### config.mk
export PLATFORM = sky130hd
export DESIGN_NAME = wtw_watchdog
export DESIGN_NICKNAME = d
export VERILOG_FILES = /design/src/design/wtw_sync.v /design/src/design/wtw_prescale.v /design/src/design/wtw_watchdog.v
export VERILOG_INCLUDE_DIRS = /design/src /design/src/design
export SDC_FILE = /design/constraint.sdc
export NUM_CORES = 1
export LEC_CHECK = 0
export CAP_MARGIN = 10
export CORE_MARGIN = 2
export CORE_UTILIZATION = 55
export DETAILED_ROUTE_END_ITERATION = 10
export DONT_BUFFER_PORTS = 1
export GPL_TIMING_DRIVEN = 0
export PLACE_DENSITY = 0.81
export SLEW_MARGIN = 30
export SYNTH_ARGS = -nofsm -noshare
export SYNTH_HDL_FRONTEND = slang
export SYNTH_SLANG_ARGS = --single-unit
### constraint.sdc
create_clock -name ref_clk -period 2.5 [get_ports ref_clk]
set_input_delay 0.125 -clock ref_clk [delete_from_list [all_inputs] [get_ports ref_clk]]
set_output_delay 0.125 -clock ref_clk [all_outputs]
set_load 0.1 [all_outputs]
### src/design/wtw_consts.vh
// Constants of the window/timeout watchdog
`ifndef WTW_CONSTS_VH
`define WTW_CONSTS_VH

// Clock and oscillator timing
`define WTW_REF_CLK_MHZ     25
`define WTW_TICK_US         1000
`define WTW_TICK_CYCLES     (`WTW_TICK_US * `WTW_REF_CLK_MHZ)

// Period select: period in ms is base shifted left by the code
`define WTW_PERIOD_BASE_MS  16'h0008
`define WTW_PERIOD_DEFAULT  3'h4
`define WTW_PERIOD_W        3
`define WTW_TIMER_W         16

// Chip operating modes
`define WTW_CHIP_OFF        3'h0
`define WTW_CHIP_STANDBY    3'h1
`define WTW_CHIP_NORMAL     3'h2
`define WTW_CHIP_SLEEP      3'h3
`define WTW_CHIP_OVERTEMP   3'h4

// Watchdog modes
`define WTW_WD_OFF          2'h0
`define WTW_WD_WINDOW       2'h1
`define WTW_WD_TIMEOUT      2'h2

// Reset causes
`define WTW_CAUSE_NONE      3'h0
`define WTW_CAUSE_EARLY     3'h1
`define WTW_CAUSE_WIN_OVF   3'h2
`define WTW_CAUSE_TO_OVF    3'h3
`define WTW_CAUSE_DISPIN    3'h4
`define WTW_CAUSE_MODESEL   3'h5

// Interrupt status bit positions
`define WTW_INT_CYCLIC_BIT  0
`define WTW_INT_BUSWAKE_BIT 1
`define WTW_INT_W           2

`endif

### src/design/wtw_sync.v
// Two flip-flop synchroniser for an asynchronous level
`timescale 1ns/1ps
module wtw_sync (
    // Clock and reset
    input  wire ref_clk,
    input  wire sys_rst,
    // Level in and out
    input  wire asyncIn,
    output reg  syncOut_q
);
    reg meta_q;

    // First stage feeds only the second
    always @(posedge ref_clk) begin
        if (sys_rst) begin
            meta_q    <= 1'b0;
            syncOut_q <= 1'b0;
        end else begin
            meta_q    <= asyncIn;
            syncOut_q <= meta_q;
        end
    end
endmodule // wtw_sync

### src/design/wtw_prescale.v
// Millisecond tick generator standing in for the on-chip oscillator
`timescale 1ns/1ps
module wtw_prescale #(
    parameter integer TICK_CYCLES = 25000
) (
    // Clock and reset
    input  wire ref_clk,
    input  wire sys_rst,
    // Restart the tick phase
    input  wire clr,
    // One-cycle tick each millisecond
    output reg  tick_q
);
    reg [31:0] cnt_q;

    // Count ref_clk cycles, pulse at the end of each tick interval
    always @(posedge ref_clk) begin
        if (sys_rst || clr) begin
            cnt_q  <= 32'h0;
            tick_q <= 1'b0;
        end else if (cnt_q == TICK_CYCLES - 1) begin
            cnt_q  <= 32'h0;
            tick_q <= 1'b1;
        end else begin
            cnt_q  <= cnt_q + 32'h1;
            tick_q <= 1'b0;
        end
    end
endmodule // wtw_prescale

### src/design/wtw_watchdog.v
// Window / timeout / off watchdog of a system basis device
//
// What this block does
// - Three modes: window, timeout and off.
// - Programmable period, default code gives 128 ms.
// - Every trigger register write restarts the timer.
// - Window mode trigger in first half resets system.
// - Valid trigger restarts timer immediately.
// - Window mode overflow resets system immediately.
// - Timeout overflow with cyclic pending resets system.
// - Disable pin change in Normal/Standby resets.
// - Mode select change in Normal resets system.
// - Watchdog reset pulses, restores default period code.
// - Disable pin high turns watchdog fully off.
// - Standby select one offs; pending interrupt re-enables.
// - Standby select write ignored while interrupt pending.
// - No trigger by period end means overflow.
// - Window mode: pin low, Normal, select zero.
// - Writing one clears an interrupt flag.
// - Timing comes from the independent oscillator tick.
// - Timeout overflow sets cyclic flag if clear.
// - Timeout: pin low, Standby/0 or Normal/1.
// - Off in Off/Overtemp/Sleep, Standby/1, pin high.
`timescale 1ns/1ps
`include "wtw_consts.vh"
module wtw_watchdog #(
    parameter integer TICK_CYCLES = `WTW_TICK_CYCLES,
    parameter integer PERIOD_W    = `WTW_PERIOD_W,
    parameter integer TIMER_W     = `WTW_TIMER_W
) (
    // Clock and reset
    input  wire                 ref_clk,
    input  wire                 sys_rst,
    // Chip state and pin
    input  wire [2:0]           chipMode,
    input  wire                 watchdogDisablePin,
    // Trigger/status register write
    input  wire                 trigWrEn,
    input  wire [PERIOD_W-1:0]  trigWrPeriodSel,
    input  wire                 trigWrModeSel,
    // Interrupt status register write and sources
    input  wire                 intWrEn,
    input  wire [`WTW_INT_W-1:0] intWrData,
    input  wire                 busWakeEvent,
    input  wire                 otherIntPending,
    // Register contents
    output reg  [PERIOD_W-1:0]  periodSelectField_q,
    output reg                  watchdogModeSelectBit_q,
    output reg                  cyclicInterruptFlag_q,
    output reg                  busWakeupInterruptFlag_q,
    // Watchdog state
    output reg  [1:0]           wdMode_q,
    output reg  [TIMER_W-1:0]   timerMs_q,
    output reg                  intPending_q,
    // System reset request
    output reg                  sysResetReq_q,
    output reg  [2:0]           resetCause_q
);
    // Mode table while the synchronised pin is low:
    //   Normal,  select 0   -> window
    //   Normal,  select 1   -> timeout
    //   Standby, select 0   -> timeout
    //   Standby, select 1   -> off, until an interrupt is pending
    //   any other chip mode -> off
    // A high pin forces off in every chip mode.
    //
    // Timing:
    //   The pin is seen two cycles late, so its reset request follows
    //   a pin change by three cycles.
    //   The timer counts whole oscillator ticks since the last restart;
    //   the tick phase restarts with it, so every period is exact.
    //   A trigger in the tick that would overflow wins over the overflow.
    //   A trigger exactly at half the period falls in the open window.
    //
    // Faults, highest first: pin change, select change in Normal,
    // early trigger, window overflow, timeout overflow with the cyclic
    // flag already set. Only the winning cause is reported.
    // The cyclic flag survives a watchdog reset; the host must clear it.
    // Pulse shaping of the system reset is left to the reset pin logic.
    //
    // Synchronised disable pin and its previous level
    wire                disSync;
    reg                 disPrev_q;
    // Oscillator tick
    wire                msTick;
    reg                 tickClr;
    // Previous watchdog mode
    reg  [1:0]          modePrev_q;
    // Combinational results
    reg  [1:0]          curMode;
    reg  [TIMER_W-1:0]  periodMs;
    reg  [TIMER_W-1:0]  halfMs;
    reg                 intPend;
    reg                 chipActive;
    reg                 overflow;
    reg                 earlyTrig;
    reg                 pinChange;
    reg                 selChange;
    reg                 selAccept;
    reg                 selReenable;
    reg                 leaveOff;
    reg                 wdFault;
    reg  [2:0]          faultCause;
    reg                 cyclicSet;
    reg                 restart;

    // Disable pin crosses in through two flip-flops
    wtw_sync u_disSync (
        .ref_clk   (ref_clk),
        .sys_rst   (sys_rst),
        .asyncIn   (watchdogDisablePin),
        .syncOut_q (disSync)
    );

    // Period timing runs off the oscillator tick only
    wtw_prescale #(
        .TICK_CYCLES (TICK_CYCLES)
    ) u_osc (
        .ref_clk (ref_clk),
        .sys_rst (sys_rst),
        .clr     (tickClr),
        .tick_q  (msTick)
    );

    // Mode selection from chip mode, pin and select bit
    always @* begin
        curMode = `WTW_WD_OFF;
        if (disSync) begin
            curMode = `WTW_WD_OFF;
        end else if (chipMode == `WTW_CHIP_NORMAL) begin
            if (watchdogModeSelectBit_q) begin
                curMode = `WTW_WD_TIMEOUT;
            end else begin
                curMode = `WTW_WD_WINDOW;
            end
        end else if (chipMode == `WTW_CHIP_STANDBY) begin
            if (watchdogModeSelectBit_q) begin
                curMode = `WTW_WD_OFF;
            end else begin
                curMode = `WTW_WD_TIMEOUT;
            end
        end else begin
            curMode = `WTW_WD_OFF;
        end
    end

    // Period length and window boundary in ms
    always @* begin
        periodMs = `WTW_PERIOD_BASE_MS << periodSelectField_q;
        halfMs   = periodMs >> 1;
    end

    // Event detection
    always @* begin
        intPend    = cyclicInterruptFlag_q | busWakeupInterruptFlag_q | otherIntPending;
        chipActive = (chipMode == `WTW_CHIP_NORMAL) || (chipMode == `WTW_CHIP_STANDBY);
        // Overflow when the period ends with no trigger
        overflow   = (curMode != `WTW_WD_OFF) && msTick && !trigWrEn
                     && (timerMs_q >= periodMs - 16'h0001);
        // Trigger within the closed half of a window period
        earlyTrig  = (curMode == `WTW_WD_WINDOW) && trigWrEn
                     && (timerMs_q < halfMs);
        pinChange  = chipActive && (disSync != disPrev_q);
        leaveOff   = (modePrev_q == `WTW_WD_OFF) && (curMode != `WTW_WD_OFF);
    end

    // Select bit write handling
    always @* begin
        // Select writes in Standby are dropped while an interrupt is pending
        selAccept  = trigWrEn
                     && !((chipMode == `WTW_CHIP_STANDBY) && intPend);
        selChange  = trigWrEn && (chipMode == `WTW_CHIP_NORMAL)
                     && (trigWrModeSel != watchdogModeSelectBit_q);
        // Switched off by select bit in Standby: pending interrupt turns it back on
        selReenable = (chipMode == `WTW_CHIP_STANDBY) && watchdogModeSelectBit_q
                      && intPend && !disSync;
    end

    // Fault priority and cause
    always @* begin
        wdFault    = 1'b0;
        faultCause = `WTW_CAUSE_NONE;
        cyclicSet  = 1'b0;
        if (pinChange) begin
            wdFault    = 1'b1;
            faultCause = `WTW_CAUSE_DISPIN;
        end else if (selChange) begin
            wdFault    = 1'b1;
            faultCause = `WTW_CAUSE_MODESEL;
        end else if (earlyTrig) begin
            wdFault    = 1'b1;
            faultCause = `WTW_CAUSE_EARLY;
        end else if (overflow && (curMode == `WTW_WD_WINDOW)) begin
            wdFault    = 1'b1;
            faultCause = `WTW_CAUSE_WIN_OVF;
        end else if (overflow && (curMode == `WTW_WD_TIMEOUT)) begin
            if (cyclicInterruptFlag_q) begin
                wdFault    = 1'b1;
                faultCause = `WTW_CAUSE_TO_OVF;
            end else begin
                cyclicSet = 1'b1;
            end
        end
        // Timer starts over on trigger, overflow, fault or leaving off
        restart = trigWrEn || overflow || wdFault || leaveOff;
        tickClr = restart;
    end

    // Timer in ms since the start of the period
    always @(posedge ref_clk) begin
        if (sys_rst) begin
            timerMs_q <= {TIMER_W{1'b0}};
        end else if (restart || (curMode == `WTW_WD_OFF)) begin
            timerMs_q <= {TIMER_W{1'b0}};
        end else if (msTick) begin
            timerMs_q <= timerMs_q + {{(TIMER_W-1){1'b0}}, 1'b1};
        end
    end

    // Period select field: a watchdog reset puts back the default code
    always @(posedge ref_clk) begin
        if (sys_rst) begin
            periodSelectField_q <= `WTW_PERIOD_DEFAULT;
        end else if (wdFault) begin
            periodSelectField_q <= `WTW_PERIOD_DEFAULT;
        end else if (trigWrEn) begin
            periodSelectField_q <= trigWrPeriodSel;
        end
    end

    // Mode select bit: re-enable by a pending interrupt beats a write
    always @(posedge ref_clk) begin
        if (sys_rst) begin
            watchdogModeSelectBit_q <= 1'b0;
        end else if (selReenable) begin
            watchdogModeSelectBit_q <= 1'b0;
        end else if (selAccept) begin
            watchdogModeSelectBit_q <= trigWrModeSel;
        end
    end

    // Cyclic flag: write one clears, an overflow in the same cycle wins
    always @(posedge ref_clk) begin
        if (sys_rst) begin
            cyclicInterruptFlag_q <= 1'b0;
        end else if (cyclicSet) begin
            cyclicInterruptFlag_q <= 1'b1;
        end else if (intWrEn && intWrData[`WTW_INT_CYCLIC_BIT]) begin
            cyclicInterruptFlag_q <= 1'b0;
        end
    end

    // Bus wakeup flag: write one clears, a wakeup in the same cycle wins
    always @(posedge ref_clk) begin
        if (sys_rst) begin
            busWakeupInterruptFlag_q <= 1'b0;
        end else if (busWakeEvent) begin
            busWakeupInterruptFlag_q <= 1'b1;
        end else if (intWrEn && intWrData[`WTW_INT_BUSWAKE_BIT]) begin
            busWakeupInterruptFlag_q <= 1'b0;
        end
    end

    // Edge history of the pin and the mode, for change detection
    always @(posedge ref_clk) begin
        if (sys_rst) begin
            disPrev_q  <= 1'b0;
            modePrev_q <= `WTW_WD_OFF;
        end else begin
            disPrev_q  <= disSync;
            modePrev_q <= curMode;
        end
    end

    // Reported mode, one cycle behind curMode, so three cycles behind the disable pin
    always @(posedge ref_clk) begin
        if (sys_rst) begin
            wdMode_q <= `WTW_WD_OFF;
        end else begin
            wdMode_q <= curMode;
        end
    end

    // Reported pending interrupt, one cycle behind its sources
    always @(posedge ref_clk) begin
        if (sys_rst) begin
            intPending_q <= 1'b0;
        end else begin
            intPending_q <= intPend;
        end
    end

    // One-cycle system reset request
    always @(posedge ref_clk) begin
        if (sys_rst) begin
            sysResetReq_q <= 1'b0;
        end else begin
            sysResetReq_q <= wdFault;
        end
    end

    // Cause of the last watchdog reset, kept until the next one
    always @(posedge ref_clk) begin
        if (sys_rst) begin
            resetCause_q <= `WTW_CAUSE_NONE;
        end else if (wdFault) begin
            resetCause_q <= faultCause;
        end
    end
endmodule // wtw_watchdog

After elaboration in Yosys (flattened, before gate mapping) --
Index checks and enable logic that the tools add are counted. Widths: inputs -> output; s select.
Storage, ports and cells: ROM bits 0, RAM bits 0, memories 0, latch bits 0, logic and storage cells 93, flip-flop bits (word level) 65, output and inout port bits 29
Cells by class: reductions and logical operators 36, multipliers 0, magnitude comparators 2, div/mod/pow operators 0, bitwise logic cells 2, muxes and demuxes 28, add/sub/neg operators 3, equality and inequality tests 7, shift operators 1
Operators by type and width (number):
- $add 32x1->32 const B | 1
- $eq 32x15->1 const B | 1
- $logic_and 1x1->1 | 18
- $mux 2 | 9
- $mux 1 | 17
- $add 16x1->16 const B | 1
- $ge 16x16->1 | 1
- $lt 16x15->1 | 1
- $shl 4x3->16 const A | 1
- $sub 16x1->16 const B | 1
- $reduce_or 2->1 | 4
- $logic_or 1x1->1 | 6
- $mux 3 | 2
- $reduce_bool 2->1 | 3
- $logic_not 2->1 | 2
- $eq 3x1->1 const B | 1
- $eq 3x2->1 const B | 1
- $logic_not 1->1 | 3
- $eq 2x1->1 const B | 1
- $eq 2x2->1 const B | 1
- $ne 1x1->1 | 2
- $or 1x1->1 | 2

Longest topological paths before layout --
depth in word-level cells 18, gate-level depth with buffers 11, mapped depth without buffers 9

Cells and area by module --
Synthesis repeated with hierarchy kept, for this count alone.
Unflattened totals: cell total of the unflattened synthesis 403, area, all modules 3523.4 sq um
Modules (own cells, without submodules):
- wtw_watchdog | sequential area each 600.6 sq um, instances 1, area an instance 1871.8 sq um, cells each 212
- wtw_prescale | sequential area each 660.6 sq um, instances 1, area an instance 1599.0 sq um, cells each 187
- wtw_sync | sequential area each 40.0 sq um, instances 1, area an instance 52.6 sq um, cells each 4

Worst setup path before layout --
No wires, ideal clock.
path type reg-to-reg, start register periodSelectField_q[0], end register resetCause_q[2], setup time 128 ps, cell stages (with the launch flop) 10, data arrival time 3152 ps, period minus slack after synthesis 3280 ps, required time 2372 ps, setup slack -780 ps, cell sequence dfxtp_1 clkbuf_1 o21ai_0 ha_1 nand2_1 or4_1 o2111a_1 or4_1 a31oi_1 nor2_1
Between the ends: cells in the longest elaborated chain, start to end 10, elaborated cells on any way between the ends 13, those cells by class add/sub: 1; order compare: 2; shift: 1; mux: 5; reduce/logical: 4
RTL lines:
- start: declaration | line wtw_watchdog.v:47 | output reg [PERIOD_W-1:0] periodSelectField_q,
- start signal: assignment | line wtw_watchdog.v:223 | periodSelectField_q <= `WTW_PERIOD_DEFAULT;
- start signal: assignment | line wtw_watchdog.v:225 | periodSelectField_q <= `WTW_PERIOD_DEFAULT;
- start signal: assignment | line wtw_watchdog.v:227 | periodSelectField_q <= trigWrPeriodSel;
- $shl 4x3->16 (no line) (*)
- $sub 16x1->16 | line wtw_watchdog.v:159 | && (timerMs_q >= periodMs - 16'h0001);
- $ge 16x16->1 | line wtw_watchdog.v:159
- $logic_and 1x1->1 | line wtw_watchdog.v:158 | overflow = (curMode != `WTW_WD_OFF) && msTick && !trigWrEn
- $logic_and 1x1->1 | line wtw_watchdog.v:196 | end else if (overflow && (curMode == `WTW_WD_TIMEOUT)) begin
- $mux 1 | line wtw_watchdog.v:196
- $mux 1 | line wtw_watchdog.v:193 | end else if (overflow && (curMode == `WTW_WD_WINDOW)) begin
- $mux 1 (*) | line wtw_watchdog.v:190 | end else if (earlyTrig) begin
- $mux 1 (*) | line wtw_watchdog.v:187 | end else if (selChange) begin
- $mux 1 (*) | line wtw_watchdog.v:184 | if (pinChange) begin
- end signal: assignment | line wtw_watchdog.v:305 | resetCause_q <= `WTW_CAUSE_NONE;
- end signal: assignment | line wtw_watchdog.v:307 | resetCause_q <= faultCause;
- end: declaration | line wtw_watchdog.v:57 | output reg [2:0] resetCause_q
Every way passes the cells marked *; elsewhere a longest branch is shown, timed or not. A chain may end at the register's enable or synchronous reset.

Worst setup path after layout --
start register periodSelectField_q[2], end register resetCause_q[2]
Same word-level chain as after synthesis.

==> flow_summary.toml <==
[timing]
fin_crit_ns = 2.91
max-slew-margin-rel_pct = 32.7
finalSetupViolations = 57
max_freq_mhz = 343
rsz0062_at_grt = "true"
worst_pin_slew_ns = 1.01
final.period_utilization_pct = 117
finalHoldViolCount = 0
clock_skew_ns = 0.0125
slew_viol_final = 0
fin_ws_ns = -0.414
whs_ns = 0.0308

[routing]
vias_per_cell = 6.10
dr.pass1.iters = 4
wl_per_cell_um = 18.3
drt-initial-drc-count = 176
num_vias = 3048
wl_mm = 9.16
drc = 0
antenna_left = 0

[placement]
dp_hpwl_mm = 4.99
place_area_um2 = 3540
portBuffers = 0
routabilityCongestion = 0.856

[synthesis]
syn_avg_cell_area_um2 = 8.93
postSynthCellCount = 378
synthXorXnorAreaFrac_pct = 12.2
synth_fa_ha_area_share_pct = 6.30
synth_compound_area_share_pct = 7.75
synth_top_family_by_area = "simple AND/OR/NAND/NOR gates"
synth_warnings = 0
synth.cell_area_um2 = 3370
synth-seq-area-share_pct = 38.6
syn_nets = 411
synth_simple_gate_area_share_pct = 30.7
muxShareOfSynthArea_pct = 1.19
synthDistinctLibCells = 47
ys_ff_latch = 65

[run_status]
violations = "negative setup slack"
outcome = "finished, violations left"

[flow_run]
cap_violations = 0

[global_routing]
grt_overflow = 0
grt_pass1_vias = 2946
grt.total_usage_pct = 25.8
grt_start_max_net_pins = 12
grt_pass1_wl_mm = 13.3
grt_antenna_before_repair = 0

[clocking]
tritoncts = "built"
clock_path_buffers = 2
cts-root-buf = "clkbuf_8"
clock_sinks = 65
clk_latency_ns = 0.35
htreeDepth = 3
path_clk_slew_ns = 0.08
cts_buffers = 9

[power]
p_per_area_nw_per_um2 = 583
ir_drop_mv = 0.439
p_leak_nw = 1.55

[worst_setup_path]
slowest_stage = "or4_4"
critical_path.max_fanout = 4
path_cells = "buf_8 -> buf_4 -> a21oi_1 -> ha_1 -> nand2_1 -> or4_4 -> o2111a_2 -> or4_4 -> a31oi_1 -> nor2_1"
cp-end-kind = "flip-flop"
cp.required_ns = 2.72
slowest_delay_ns = 0.57
cp-start-kind = "flip-flop"
critPathMostFrequentCell = "or4_4"
worstPathArrival_ns = 3.14
worst-setup-path-type = "reg -> reg"

[floorplanning]
start_util_pct = 57.0
die_area_um2 = 6780
die_x_um = 82.3
row_count = 28
core_area_um2 = 5920
ioPinCount = 45
die_h_um = 82.3

[final_layout]
syn2layout_area_growth_pct = 30.0
stdcell_area_um2 = 4390
layout_common_cells = "44 x dfxtp_1, 34 x nor2_1, 26 x nand3_1"
final_common_cell = "dfxtp_1"
final_nets = 453
drive_above_1_share_pct = 28.9
n_antenna_cell = 0

[min_path]
hold_class = "in -> reg"
[cell type report]
cell class | count | area, um2
multi-input cells | 289 | 2220
fillers | 380 | 1530
flip-flops and latches | 65 | 1340
repair buffers | 31 | 313
clock inverters | 6 | 130
clock buffers | 10 | 128
plain buffers | 12 | 121
well taps | 75 | 93.8
inverters | 12 | 50.0
[final timing paths]
path / cells past startpoint / start / slack, ns / endpoint
worst max-delay path: 10 / periodSelectField_q[2]$_SDFFE_PP1P_ / -0.41 / resetCause_q[2]$_SDFFE_PP0P_
worst min-delay path: 2 / chipMode[2] / 0.03 / wdMode_q[0]$_SDFF_PP0_
worst max register to register: 10 / periodSelectField_q[2]$_SDFFE_PP1P_ / -0.41 / resetCause_q[2]$_SDFFE_PP0P_
worst min register to register: 1 / u_disSync.meta_q$_SDFF_PP0_ / 0.46 / u_disSync.syncOut_q$_SDFF_PP0_
[metal layers]
| layer | share of wire [%] | vias up | global-route usage, % |
|---|---|---|---|
| met2 | 52 | 112 | 45.8 |
| met5 | 0 | - | 0 |
| met4 | 3.0 | 0 | 13.0 |
| met1 | 40 | 1479 | 28.7 |
| li1 | - | 1425 | - |
| met3 | 5.4 | 32 | 5.65 |
[critical path: cells and delay by family (launching register included)]
kind / cells / cell delay [ns]
and+or+nand+nor: 4 / 1.22
DFF: 1 / 0.56
AOI/OAI and AO/OA: 3 / 0.42
adders and majority gates: 1 / 0.31
buffers and inverters: 2 / 0.27
[Yosys cell counts, drive strengths merged]
cell type | n | share of area (%)
nand2 | 25 | 2.8
dfxtp | 65 | 39
mux2i | 4 | 1.2
a211oi | 3 | 0.82
and3 | 9 | 1.7
a31oi | 2 | 0.37
nand3 | 27 | 4.2
and4 | 2 | 0.52
a21oi | 9 | 1.4
a311oi | 1 | 0.26
o211ai | 3 | 0.67
nand2b | 3 | 0.56
nand4b | 1 | 0.26
nand3b | 3 | 0.67
or3b | 1 | 0.33
a31o | 1 | 0.26
xnor2 | 24 | 6.2
o2111a | 1 | 0.33
or2 | 1 | 0.19
o21a | 3 | 0.67
o21ai | 2 | 0.30
a211o | 3 | 0.78
or3 | 4 | 0.74
and2 | 2 | 0.37
inv | 12 | 1.3
or4b | 1 | 0.30
xor2 | 23 | 6.0
ha | 17 | 6.3
o41ai | 1 | 0.26
clkbuf | 6 | 0.67
nand4 | 9 | 1.7
o2111ai | 2 | 0.52
or4 | 5 | 1.1
nor2b | 5 | 0.93
a2111oi | 1 | 0.82
a41oi | 1 | 0.26
nor4 | 10 | 2.0
buf | 6 | 1.3
nor2 | 50 | 5.6
nor3 | 30 | 6.8
[metrics by stage]
step	power [W]	TNS, ns	util [%]	worst slack (ns)	cells
after floorplan	0.00127	-5.53	-	-0.149	378
final	0.00256	-15.81	74.1	-0.414	500
after global routing	0.00262	-20.45	74.1	-0.476	500
after detailed placement	0.00129	-18.22	59.8	-0.409	453
after CTS	0.00251	-11.90	70.0	-0.270	495
after global placement	0.00129	-16.98	59.7	-0.367	453
[where the power goes]
part / internal (W) / switching [W] / total, W
Sequential: 0.00105 / 0.0000861 / 0.00113
Combinational: 0.000115 / 0.000129 / 0.000244
Clock: 0.000761 / 0.000420 / 0.00118
Total: 0.00192 / 0.000635 / 0.00256
[registers in the layout, indices dropped and copies added (netlist names)]
signal,cells
sysResetReq_q,1
u_disSync.meta_q,1
watchdogModeSelectBit_q,1
timerMs_q,16
resetCause_q,3
busWakeupInterruptFlag_q,1
u_osc.tick_q,1
disPrev_q,1
wdMode_q,2
cyclicInterruptFlag_q,1
u_osc.cnt_q,32
intPending_q,1
periodSelectField_q,3
u_disSync.syncOut_q,1
[cells by family (layout without fill, tap and decap cells)]
| logic type | count (synthesis) | count (layout) |
|---|---|---|
| mux | 4 | 4 |
| simple gates | 188 | 188 |
| xor+xnor | 47 | 47 |
| compound gates | 33 | 33 |
| buf+inv | 24 | 71 |
| fa+ha+maj | 17 | 17 |
| flops | 65 | 65 |
[what timing repair did]
action                                  CTS  global route
endpoints found under the setup margin   56            57
resized for setup                        29            39
pin swaps                                12            35
hold buffers                             12             0
cloned                                    3             2
endpoints found under the hold margin    10             0
setup buffers                            11             4
Power figures use the tool's default switching activity.
